==> src/rtl/ovf_pkg.sv <==
package ovf_pkg;
  // Channel count and register page
  localparam int unsigned NUM_CH        = 6;
  localparam int unsigned NUM_BIAS      = 3;
  localparam logic [7:0]  PAGE_MAIN     = 8'h00;
  // Register offsets
  localparam logic [7:0]  ADDR_CHANNEL1_FAULT_LATCH = 8'h2e;
  localparam logic [7:0]  ADDR_MASK     = 8'h34;
  localparam logic [7:0]  ADDR_POS_OV   = 8'h35;
  localparam logic [7:0]  ADDR_NEG_OV   = 8'h36;
  localparam logic [7:0]  ADDR_BIAS     = 8'h37;
  // Reset values and writable bits
  localparam logic [7:0]  MASK_RESET    = 8'h00;
  localparam logic [7:0]  MASK_WR_BITS  = 8'hf8;
  localparam logic [7:0]  RDATA_RESET   = 8'h00;
  // Mask field positions
  localparam int unsigned MASK_POS_OV   = 7;
  localparam int unsigned MASK_NEG_OV   = 6;
  localparam int unsigned MASK_HI_CUR   = 5;
  localparam int unsigned MASK_LO_CUR   = 4;
  localparam int unsigned MASK_BIAS_OV  = 3;
  // Latch field positions
  localparam int unsigned OV_CH1_BIT    = 7;
  localparam int unsigned BIAS_HI_BIT   = 7;
  localparam int unsigned BIAS_LO_BIT   = 6;
  localparam int unsigned BIAS_OV_BIT   = 5;
  localparam int unsigned CH_VBAT_BIT   = 0;
  // Bias latch vector indexes
  localparam int unsigned BI_HI         = 2;
  localparam int unsigned BI_LO         = 1;
  localparam int unsigned BI_OV         = 0;
endpackage : ovf_pkg

==> src/rtl/ovf_latch_if.sv <==
`timescale 1ns/1ps
interface ovf_latch_if #(
  parameter int unsigned W = 6
);
  logic [W-1:0] set;
  logic [W-1:0] clr;
  logic [W-1:0] q;
  modport bank (input set, input clr, output q);
  modport ctrl (output set, output clr, input q);
endinterface : ovf_latch_if

==> src/rtl/ovf_latch_bank.sv <==
`timescale 1ns/1ps
module ovf_latch_bank #(
  parameter int unsigned W = 6
) (
  input  wire logic  i_core_clk,
  input  wire logic  i_rst,
  ovf_latch_if.bank  lif
);
  logic [W-1:0] latch_q;
  logic [W-1:0] latch_d;

  // Sticky bits, a new fault beats a clear
  always_comb begin
    latch_d = (latch_q & ~lif.clr) | lif.set;
  end

  always_ff @(posedge i_core_clk) begin
    if (i_rst) begin
      latch_q <= '0;
    end else begin
      latch_q <= latch_d;
    end
  end

  assign lif.q = latch_q;
endmodule : ovf_latch_bank

==> src/rtl/ovf_fault_irq.sv <==
`timescale 1ns/1ps
module ovf_fault_irq #(
  parameter bit SIX_CHANNEL = 1'b1
) (
  input  wire logic                       i_core_clk,
  input  wire logic                       i_rst,
  input  wire logic                       i_reg_rd,
  input  wire logic                       i_reg_wr,
  input  wire logic [7:0]                 i_reg_page,
  input  wire logic [7:0]                 i_reg_addr,
  input  wire logic [7:0]                 i_reg_wdata,
  input  wire logic [ovf_pkg::NUM_CH-1:0] i_pos_ov_fault,
  input  wire logic [ovf_pkg::NUM_CH-1:0] i_neg_ov_fault,
  input  wire logic [ovf_pkg::NUM_CH-1:0] i_neg_vbat_short,
  input  wire logic                       i_bias_hi_cur,
  input  wire logic                       i_bias_lo_cur,
  input  wire logic                       i_bias_ov,
  output logic      [7:0]                 o_reg_rdata,
  output logic                            o_reg_rvalid,
  output logic                            o_fault_irq
);
  import ovf_pkg::*;

  // Channel presence, ch5/ch6 only on six-channel build
  localparam logic [NUM_CH-1:0] CH_PRESENT = SIX_CHANNEL ? 6'h3f : 6'h0f;

  // Channel vector (index 0 = channel 1) into bits 7 down to 2
  function automatic logic [7:0] pack_ch(input logic [NUM_CH-1:0] v);
    logic [7:0] b;
    b = 8'h00;
    for (int i = 0; i < NUM_CH; i++) begin
      b[OV_CH1_BIT - i] = v[i];
    end
    return b;
  endfunction : pack_ch

  // Which channel latch register an address selects
  function automatic logic [NUM_CH-1:0] ch_hit(input logic [7:0] addr);
    logic [NUM_CH-1:0] h;
    h = '0;
    for (int i = 0; i < NUM_CH; i++) begin
      h[i] = (addr == ADDR_CHANNEL1_FAULT_LATCH + 8'(i));
    end
    return h;
  endfunction : ch_hit

  ovf_latch_if #(.W(NUM_CH))   pos_if ();
  ovf_latch_if #(.W(NUM_CH))   neg_if ();
  ovf_latch_if #(.W(NUM_CH))   vbat_if ();
  ovf_latch_if #(.W(NUM_BIAS)) bias_if ();

  ovf_latch_bank #(.W(NUM_CH)) u_pos_bank (
    .i_core_clk (i_core_clk),
    .i_rst      (i_rst),
    .lif        (pos_if)
  );
  ovf_latch_bank #(.W(NUM_CH)) u_neg_bank (
    .i_core_clk (i_core_clk),
    .i_rst      (i_rst),
    .lif        (neg_if)
  );
  ovf_latch_bank #(.W(NUM_CH)) u_vbat_bank (
    .i_core_clk (i_core_clk),
    .i_rst      (i_rst),
    .lif        (vbat_if)
  );
  ovf_latch_bank #(.W(NUM_BIAS)) u_bias_bank (
    .i_core_clk (i_core_clk),
    .i_rst      (i_rst),
    .lif        (bias_if)
  );

  logic [7:0]        mask_q;
  logic [7:0]        mask_d;
  logic [7:0]        rdata_q;
  logic [7:0]        rdata_d;
  logic              rvalid_q;
  logic              rvalid_d;
  logic              irq_q;
  logic              irq_d;
  logic              page_ok;
  logic              rd_ok;
  logic [NUM_CH-1:0] ch_rd;

  assign page_ok = (i_reg_page == PAGE_MAIN);
  assign rd_ok   = i_reg_rd & page_ok;
  assign ch_rd   = rd_ok ? ch_hit(i_reg_addr) : '0;

  // Latch set and clear terms
  always_comb begin
    pos_if.set  = i_pos_ov_fault & CH_PRESENT;
    neg_if.set  = i_neg_ov_fault & CH_PRESENT;
    vbat_if.set = i_neg_vbat_short & CH_PRESENT;
    pos_if.clr  = ch_rd;
    neg_if.clr  = ch_rd;
    vbat_if.clr = {NUM_CH{rd_ok && (i_reg_addr == ADDR_NEG_OV)}};
    bias_if.set = {i_bias_hi_cur, i_bias_lo_cur, i_bias_ov};
    bias_if.clr = {NUM_BIAS{rd_ok && (i_reg_addr == ADDR_BIAS)}};
  end

  // Mask register write
  always_comb begin
    mask_d = mask_q;
    if (i_reg_wr && page_ok && (i_reg_addr == ADDR_MASK)) begin
      mask_d = i_reg_wdata & MASK_WR_BITS;
    end
  end

  // Read data mux
  always_comb begin
    rvalid_d = i_reg_rd;
    rdata_d  = 8'h00;
    if (!rd_ok) begin
      rdata_d = 8'h00;
    end else if (i_reg_addr == ADDR_MASK) begin
      rdata_d = mask_q & MASK_WR_BITS;
    end else if (i_reg_addr == ADDR_POS_OV) begin
      rdata_d = pack_ch(pos_if.q & CH_PRESENT);
    end else if (i_reg_addr == ADDR_NEG_OV) begin
      rdata_d = pack_ch(neg_if.q & CH_PRESENT);
    end else if (i_reg_addr == ADDR_BIAS) begin
      rdata_d[BIAS_HI_BIT] = bias_if.q[BI_HI];
      rdata_d[BIAS_LO_BIT] = bias_if.q[BI_LO];
      rdata_d[BIAS_OV_BIT] = bias_if.q[BI_OV];
    end else if (|ch_rd) begin
      rdata_d[CH_VBAT_BIT] = |(vbat_if.q & ch_rd);
    end
  end

  // Interrupt from unmasked latched faults
  always_comb begin
    irq_d = ((|pos_if.q) & ~mask_q[MASK_POS_OV])
          | ((|neg_if.q) & ~mask_q[MASK_NEG_OV])
          | (bias_if.q[BI_HI] & ~mask_q[MASK_HI_CUR])
          | (bias_if.q[BI_LO] & ~mask_q[MASK_LO_CUR])
          | (bias_if.q[BI_OV] & ~mask_q[MASK_BIAS_OV])
          | (|vbat_if.q);
  end

  always_ff @(posedge i_core_clk) begin
    if (i_rst) begin
      mask_q   <= MASK_RESET;
      rdata_q  <= RDATA_RESET;
      rvalid_q <= 1'b0;
      irq_q    <= 1'b0;
    end else begin
      mask_q   <= mask_d;
      rdata_q  <= rdata_d;
      rvalid_q <= rvalid_d;
      irq_q    <= irq_d;
    end
  end

  assign o_reg_rdata  = rdata_q;
  assign o_reg_rvalid = rvalid_q;
  assign o_fault_irq  = irq_q;
endmodule : ovf_fault_irq

==> config.mk <==
export PLATFORM = sky130hd
export DESIGN_NAME = ovf_fault_irq
export DESIGN_NICKNAME = d
export VERILOG_FILES = /design/src/rtl/ovf_pkg.sv /design/src/rtl/ovf_latch_if.sv /design/src/rtl/ovf_latch_bank.sv /design/src/rtl/ovf_fault_irq.sv
export SDC_FILE = /design/constraint.sdc
export NUM_CORES = 1
export LEC_CHECK = 0
export BUFFER_PORTS_ARGS = -buffer_cell sky130_fd_sc_hd__buf_2
export CORE_UTILIZATION = 36
export DETAILED_ROUTE_END_ITERATION = 6
export PLACE_DENSITY = 0.69
export SYNTH_ARGS = -nofsm -noshare
export SYNTH_HDL_FRONTEND = slang
export SYNTH_SLANG_ARGS = --single-unit
==> constraint.sdc <==
create_clock -name i_core_clk -period 1.6 [get_ports i_core_clk]
set_clock_uncertainty 0.1 [all_clocks]
set_input_delay 0.16 -clock i_core_clk [delete_from_list [all_inputs] [get_ports i_core_clk]]
set_output_delay 0.16 -clock i_core_clk [all_outputs]
set_load 0.005 [all_outputs]
==> results.md, run 1 <==
* Wire length of the first global-routing pass at 6.53 mm
* Initial antenna violation count at 0
* Post-Route Utilization at 0.484
* Worst path buffer plus inverter count at 1
* Die width at 69.5 um
* Max FO, Critical Path at 3
* Antenna diode count at 0
* Number of global-route vias before repair at 1406
* Cell leakage power at 0.936 nW
* Max incr delay on CP at 460 ps
* End point of the most critical hold path: u_neg_bank.lif.q[1]
* Ratio of final minimum period to clock period at 0.861
* R2r endpoint: o_reg_rdata[0]
* Filler instances at 426
* Floorplan die height at 69.5 um
* Via count at 1566
* Simple-gate area share of the yosys netlist at 0.249
* Clock-pin slew of the registers on the worst-case setup and hold paths at 70 ps
* Netlist area before placement at 1640 um2
* Number of design-rule violations left by the first detailed-router iteration at 116
* Commonest non-fill, non-tap cells in the layout: sky130_fd_sc_hd__buf_2, sky130_fd_sc_hd__dfxtp_1, sky130_fd_sc_hd__nor2_1, sky130_fd_sc_hd__a21oi_1, sky130_fd_sc_hd__o21ai_0
* Post-Layout Inst Area at 2110 um2
* Sequential element share of the synthesized area at 0.428
* CP arrival at 1460 ps
* Post-CTS sizing at 0
* Reg-to-reg setup timing slack at 220 ps
* Synthesized netlist cell count at 180
* HPWL after DPL at 2.99 mm
* Clock tree root buffer cell: sky130_fd_sc_hd__clkbuf_8
* Minimum clock period at 1380 ps
* Final count of negative-setup-slack endpoints at 0
* Register Area at 701 um2
* Required time of the critical path at 1680 ps
* Number of buffer cells added on primary ports at 54
* Aggregate global-route resource usage at 0.172
* XOR/XNOR share of the synthesized area at 0
* Reg-to-reg critical path startpoint: u_vbat_bank.lif.q[4]
* Worst hold path class: in -> reg
* Leading cell types by total area after synthesis: sky130_fd_sc_hd__dfxtp_1, sky130_fd_sc_hd__nor2_1, sky130_fd_sc_hd__a21oi_1, sky130_fd_sc_hd__mux4_2, sky130_fd_sc_hd__o21ai_0
* Die area at 4820 um2
* Total number of yosys warnings at 0
* Status: completed
* Kind of cell adding the most delay to the critical path: multiplexers
* Fin. max-slew vios at 0
* Growth of design area from synthesis to finish at 28.6%
* Post-synthesis cell type with the largest combined area: sky130_fd_sc_hd__dfxtp_1
* Net count after synthesis at 229
* Detail-routed via count per cell at 5.29
* Maximum capacitance violations at 0
* Area after detailed placement at 1960 um2
* Net total in the final layout at 292
* Pin count of the biggest net entering global routing at 17
* Post-Syn Area per Cell at 9.10 um2
* Critical Path Start Type: flip-flop
* Clock tree from TritonCTS: done
* Post-DR wirelength/cell at 13.4 um
* Cell with the largest stage delay on the worst path: sky130_fd_sc_hd__mux4_2
* Critical setup path kind: reg -> reg
* Antenna-violating nets left at 0
* Clk buf depth at 2
* Core outline area at 4350 um2
* CTS Buf Count at 5
* Register bit count reported by yosys at 35
* Ports at 59
* Gr ovfl total at 0
* Worst R2R Path Depth at 4
* Mux cell area share after synthesis at 0.0619
* DRT Pass-1 Iters at 5
* Combinational family with the most area after synthesis: simple AND/OR/NAND/NOR gates
* Most common cell after layout, fill and taps aside: sky130_fd_sc_hd__buf_2
* Number of standard-cell rows in the floorplan at 24
* Count of unique library cells instantiated by Yosys at 34
* Fraction of layout cells with a size suffix above 1 at 0.328
* Hold WS at 3.92 ps
* Unrepaired setup endpoints after global routing: false
* Initial cell density of the core at 0.376
* Share of the synthesized area in the top cell type at 0.428
* Clock network latency to the later pin of the worst-skew pair at 290 ps
* Level count of the clock H-tree at 2
* Final Hold Viols at 0
* Combined area of the multi-input logic cells at 818 um2
* Largest vdd supply drop at 0.294 mV
* Series of cell instances along the critical path: mux4_2, inv_1, o22ai_1, and4b_1
* Max Freq at 0.726 GHz
* Total power divided by cell area at 851 nW/um2
* Startpoint of the most critical hold path: i_neg_ov_fault[1]
* Final wirelength at 3.98 mm
* Sink count of the clock tree at 35
* Kind of end point of the critical path: flip-flop
* Post-synthesis adder-cell area fraction at 0
* DRC violations left at 0
* Compound-Gate Fraction of Synth Area at 0.186
* Cell count of the worst hold path at 3
* Weighted congestion reported at the end of routability-driven placement at 0.840
==> through the flow <==
step           worst slack (ps)  setup TNS [ps]  cells  power [mW]
2_1_floorplan               339               0    180        1.08
3_3_place_gp               62.7               0    282        1.18
3_5_place_dp              -48.6           -64.6    282        1.18
4_1_cts                     231               0    296        1.80
5_1_grt                     137               0    296        1.87
6_report                    222               0    296        1.79
==> power breakdown <==
part           internal (mW)  switching (mW)  total (mW)
Combinational          0.121           0.109       0.231
Sequential             0.912          0.0302       0.942
Clock                  0.304           0.315       0.619
==> kinds of logic after synthesis <==
group	Yosys count
buf+inv	23
simple gates	65
mux	5
compound gates	51
flops	35
other cells	1
==> flip-flops by register name, summed over array words and instances (netlist names) <==
signal	count
mask_q	5
o_fault_irq	1
o_reg_rdata	7
o_reg_rvalid	1
u_bias_bank.lif.q	3
u_neg_bank.lif.q	6
u_pos_bank.lif.q	6
u_vbat_bank.lif.q	6
==> layout make-up <==
cell class | instances | share of cell area
flip-flops and latches | 35 | 0.333
inverters | 13 | 0.0232
clock inverters | 2 | 0.00594
clock buffers | 6 | 0.0345
well taps | 52 | 0.0309
repair buffers | 66 | 0.184
multi-input cells | 122 | 0.389
==> routing by layer <==
metal	track usage	wire length, um	vias up
met5	0	0	-
met4	0.0884	65	0
met3	0.0509	284	8
met2	0.257	1860	69
met1	0.226	1770	712
li1	-	-	777
==> timing repair <==
action | in CTS | in global routing
hold endpoints to repair | 6 | 0
hold buffers | 6 | 0
setup buffers | 0 | 0
setup endpoints to repair | 0 | 0
==> synth_stat cells, drive strengths merged <==
cell and instances:
nand3 6, nor2 25, o21ai 17, a21oi 18
dfxtp 35, nand4 3, conb 1, and4b 2
clkbuf 4, mux2 1, mux4 4, a311oi 9
nand2b 2, and4bb 1, nand3b 1, nor2b 8
and4 1, nor4 8, a41oi 1, buf 6
a22oi 2, and3 2, nand2 3, a21o 2
nor3b 1, inv 13, nor3 2, o22ai 2
==> worst reg2reg max path, cell delays in order, from the launching register on <==
cell and delay (ps):
sky130_fd_sc_hd__dfxtp_1 330, sky130_fd_sc_hd__mux4_2 460, sky130_fd_sc_hd__inv_1 60, sky130_fd_sc_hd__o22ai_1 80, sky130_fd_sc_hd__and4b_1 230
==> worst max path at each step <==
| stage | from | to | slack [ps] | cells past startpoint |
|---|---|---|---|---|
| after CTS | u_vbat_bank.lif.q[4] | o_reg_rdata[0] | 230 | 4 |
| after floorplan | u_vbat_bank.lif.q[5] | o_reg_rdata[0] | 340 | 4 |
| after global placement | i_reg_page[5] | o_reg_rdata[0] | 60 | 5 |
| after detailed placement | i_reg_page[1] | o_reg_rdata[0] | -50 | 5 |
| final | u_vbat_bank.lif.q[4] | o_reg_rdata[0] | 220 | 4 |
| after global routing | i_reg_page[1] | u_neg_bank.lif.q[1] | 140 | 5 |
(Power assumes the default switching activity.)
==> run 2: changes to the inputs <==
--- a/config.mk
+++ b/config.mk
@@ -6,6 +6,7 @@
 export NUM_CORES = 1
 export LEC_CHECK = 0
 export BUFFER_PORTS_ARGS = -buffer_cell sky130_fd_sc_hd__buf_2
+export CAP_MARGIN = 25
 export CORE_UTILIZATION = 36
 export DETAILED_ROUTE_END_ITERATION = 6
 export PLACE_DENSITY = 0.69
==> constraint.sdc (replaced) <==
create_clock -name i_core_clk -period 1.4 [get_ports i_core_clk]
set_clock_uncertainty 0.1 [all_clocks]
set_input_delay 0.14 -clock i_core_clk [delete_from_list [all_inputs] [get_ports i_core_clk]]
set_output_delay 0.14 -clock i_core_clk [all_outputs]
set_load 0.005 [all_outputs]
==> results.md, run 2 (synthesis gave the netlist of run 1 again) <==
* Status: completed
* Post-DR wirelength/cell at 13.1 um (-2.6%)
* Sink count of the clock tree at 35 (unchanged)
* Number of design-rule violations left by the first detailed-router iteration at 120 (+3.4%)
* Most common cell after layout, fill and taps aside: sky130_fd_sc_hd__buf_2
* Final Hold Viols at 0 (unchanged)
* Crit path setup slack, layout at 56.7 ps (-166 ps)
* Max FO, Critical Path at 3 (unchanged)
* Max incr delay on CP at 450 ps (about the same)
* Via count at 1583 (+1.1%)
* DRT Pass-1 Iters at 4 (-1)
* Non-filler cells in the finished layout at 308 (+4.1%)
* Commonest non-fill, non-tap cells in the layout: sky130_fd_sc_hd__buf_2, sky130_fd_sc_hd__dfxtp_1, sky130_fd_sc_hd__nor2_1, sky130_fd_sc_hd__a21oi_1, sky130_fd_sc_hd__o21ai_0
* Number of global-route vias before repair at 1498 (+6.5%)
* Filler instances at 417 (-2.1%)
* Core outline area at 4350 um2 (unchanged)
* Clk buf depth at 2 (unchanged)
* Initial antenna violation count at 0 (unchanged)
* Detail-routed via count per cell at 5.14 (-2.9%)
* Floorplan die height at 69.5 um (unchanged)
* Maximum capacitance violations at 0 (unchanged)
* DP Cell Count at 289 (+2.5%)
* Fraction of layout cells with a size suffix above 1 at 0.348 (+0.0198)
* Unrepaired setup endpoints after global routing: false
* Final count of negative-setup-slack endpoints at 0 (unchanged)
* Aggregate global-route resource usage at 0.179 (+0.00627)
* Antenna diode count at 0 (unchanged)
* Number of standard-cell rows in the floorplan at 24 (unchanged)
* Wire length of the first global-routing pass at 6.80 mm (+4.1%)
* Required time of the critical path at 1470 ps (-210 ps)
* Weighted congestion reported at the end of routability-driven placement at 0.792 (-5.8%)
* Gr ovfl total at 0 (unchanged)
* Initial cell density of the core at 0.376 (unchanged)
* Cell with the largest stage delay on the worst path: sky130_fd_sc_hd__mux4_2
* Max FFs per register at 7 (unchanged)
* Clock-pin slew of the registers on the worst-case setup and hold paths at 70 ps (about the same)
* Ports at 59 (unchanged)
* Critical setup path kind: reg -> reg
* Level count of the clock H-tree at 2 (unchanged)
* Clock tree root buffer cell: sky130_fd_sc_hd__clkbuf_8
* Series of cell instances along the critical path: mux4_2, inv_1, o22ai_1, and4b_1
* HPWL after DPL at 2.97 mm (-0.77%)
* Die width at 69.5 um (unchanged)
* Ratio of final minimum period to clock period at 0.959 (+0.0985)
* Minimum clock period at 1340 ps (-34.3 ps)
* Growth of design area from synthesis to finish at 35.8%
* Placement-stage worst setup slack at -107 ps (-58.5 ps)
* Largest vdd supply drop at 0.388 mV (+32%)
* Pin count of the biggest net entering global routing at 17 (unchanged)
* Fin. max-slew vios at 0 (unchanged)
* Total power divided by cell area at 1020 nW/um2 (+19%)
* Number of buffer cells added on primary ports at 54 (unchanged)
* Kind of end point of the critical path: flip-flop
* Clock tree from TritonCTS: done
* Max Freq at 0.744 GHz (+2.6%)
* Cell leakage power at 1.01 nW (+7.6%)
* Final wirelength at 4.03 mm (+1.3%)
* Die area at 4820 um2 (unchanged)
* DRC violations left at 0 (unchanged)
* Worst hold path class: in -> reg
* Critical Path Start Type: flip-flop
* Antenna-violating nets left at 0 (unchanged)
* Setup Fix Bufs, Post-CTS at 0 (unchanged)
* Net total in the final layout at 304 (+4.1%)
* CP arrival at 1420 ps (-40 ps)
* CTS Buf Count at 5 (unchanged)
* Clock network latency to the later pin of the worst-skew pair at 290 ps (about the same)
run 2: what timing repair did:
| action | 4_1_cts | 5_1_grt |
|---|---|---|
| setup endpoints to repair | 0 | 1 |
| hold buffers | 11 | 0 |
| hold endpoints to repair | 11 | 0 |
| gates resized for setup | 0 | 1 |
run 2: layout make-up:
| class | instances | area (um2) | share of cell area |
|---|---|---|---|
| multi-input cells | 122 | 818 | 0.368 |
| flip-flops and latches | 35 | 702 | 0.316 |
| repair buffers | 78 | 478 | 0.215 |
| clock buffers | 5 | 68.8 | 0.0309 |
| well taps | 52 | 65.1 | 0.0292 |
| inverters | 13 | 48.8 | 0.0219 |
| clock inverters | 3 | 43.8 | 0.0197 |
run 2: final timing paths:
path / start / endpoint / slack [ps] / cells past startpoint
worst min register to register: mask_q[4] / mask_q[4] / 400 / 2
worst min-delay path: i_reg_rd / o_reg_rvalid / 6 / 2
worst max register to register: u_vbat_bank.lif.q[3] / o_reg_rdata[0] / 60 / 4
worst max-delay path: u_vbat_bank.lif.q[3] / o_reg_rdata[0] / 60 / 4
run 2: where the power goes:
part	internal, mW	total [mW]	switching, mW
logic	0.155	0.282	0.127
clock network	0.530	0.901	0.371
registers	1.04	1.08	0.0345
run 2: routing by layer:
| layer | global-route usage | wire length [um] |
|---|---|---|
| met1 | 0.225 | 1760 |
| met3 | 0.0378 | 264 |
| met2 | 0.286 | 1900 |
| met5 | 0 | 0 |
| met4 | 0.0952 | 106 |
run 2: critical path: cells and delay by family, from the launching register on:
family | cells | cell delay [ps]
muxes | 1 | 450
and+or+nand+nor | 1 | 210
AOI/OAI and AO/OA | 1 | 70
buffers and inverters | 1 | 60
DFF | 1 | 340
run 2: through the flow:
stage / area [um2] / power (mW) / hold WS (ps) / utilization / TNS (ps)
2_1_floorplan: 1640 / 1.23 / 168 / - / 0
3_3_place_gp: 2000 / 1.35 / 280 / 0.459 / -254
3_5_place_dp: 2000 / 1.36 / 286 / 0.459 / -1010
4_1_cts: 2220 / 2.28 / 6.03 / 0.511 / 0
5_1_grt: 2220 / 2.37 / 19.2 / 0.511 / 0
6_report: 2220 / 2.26 / 6.18 / 0.511 / 0
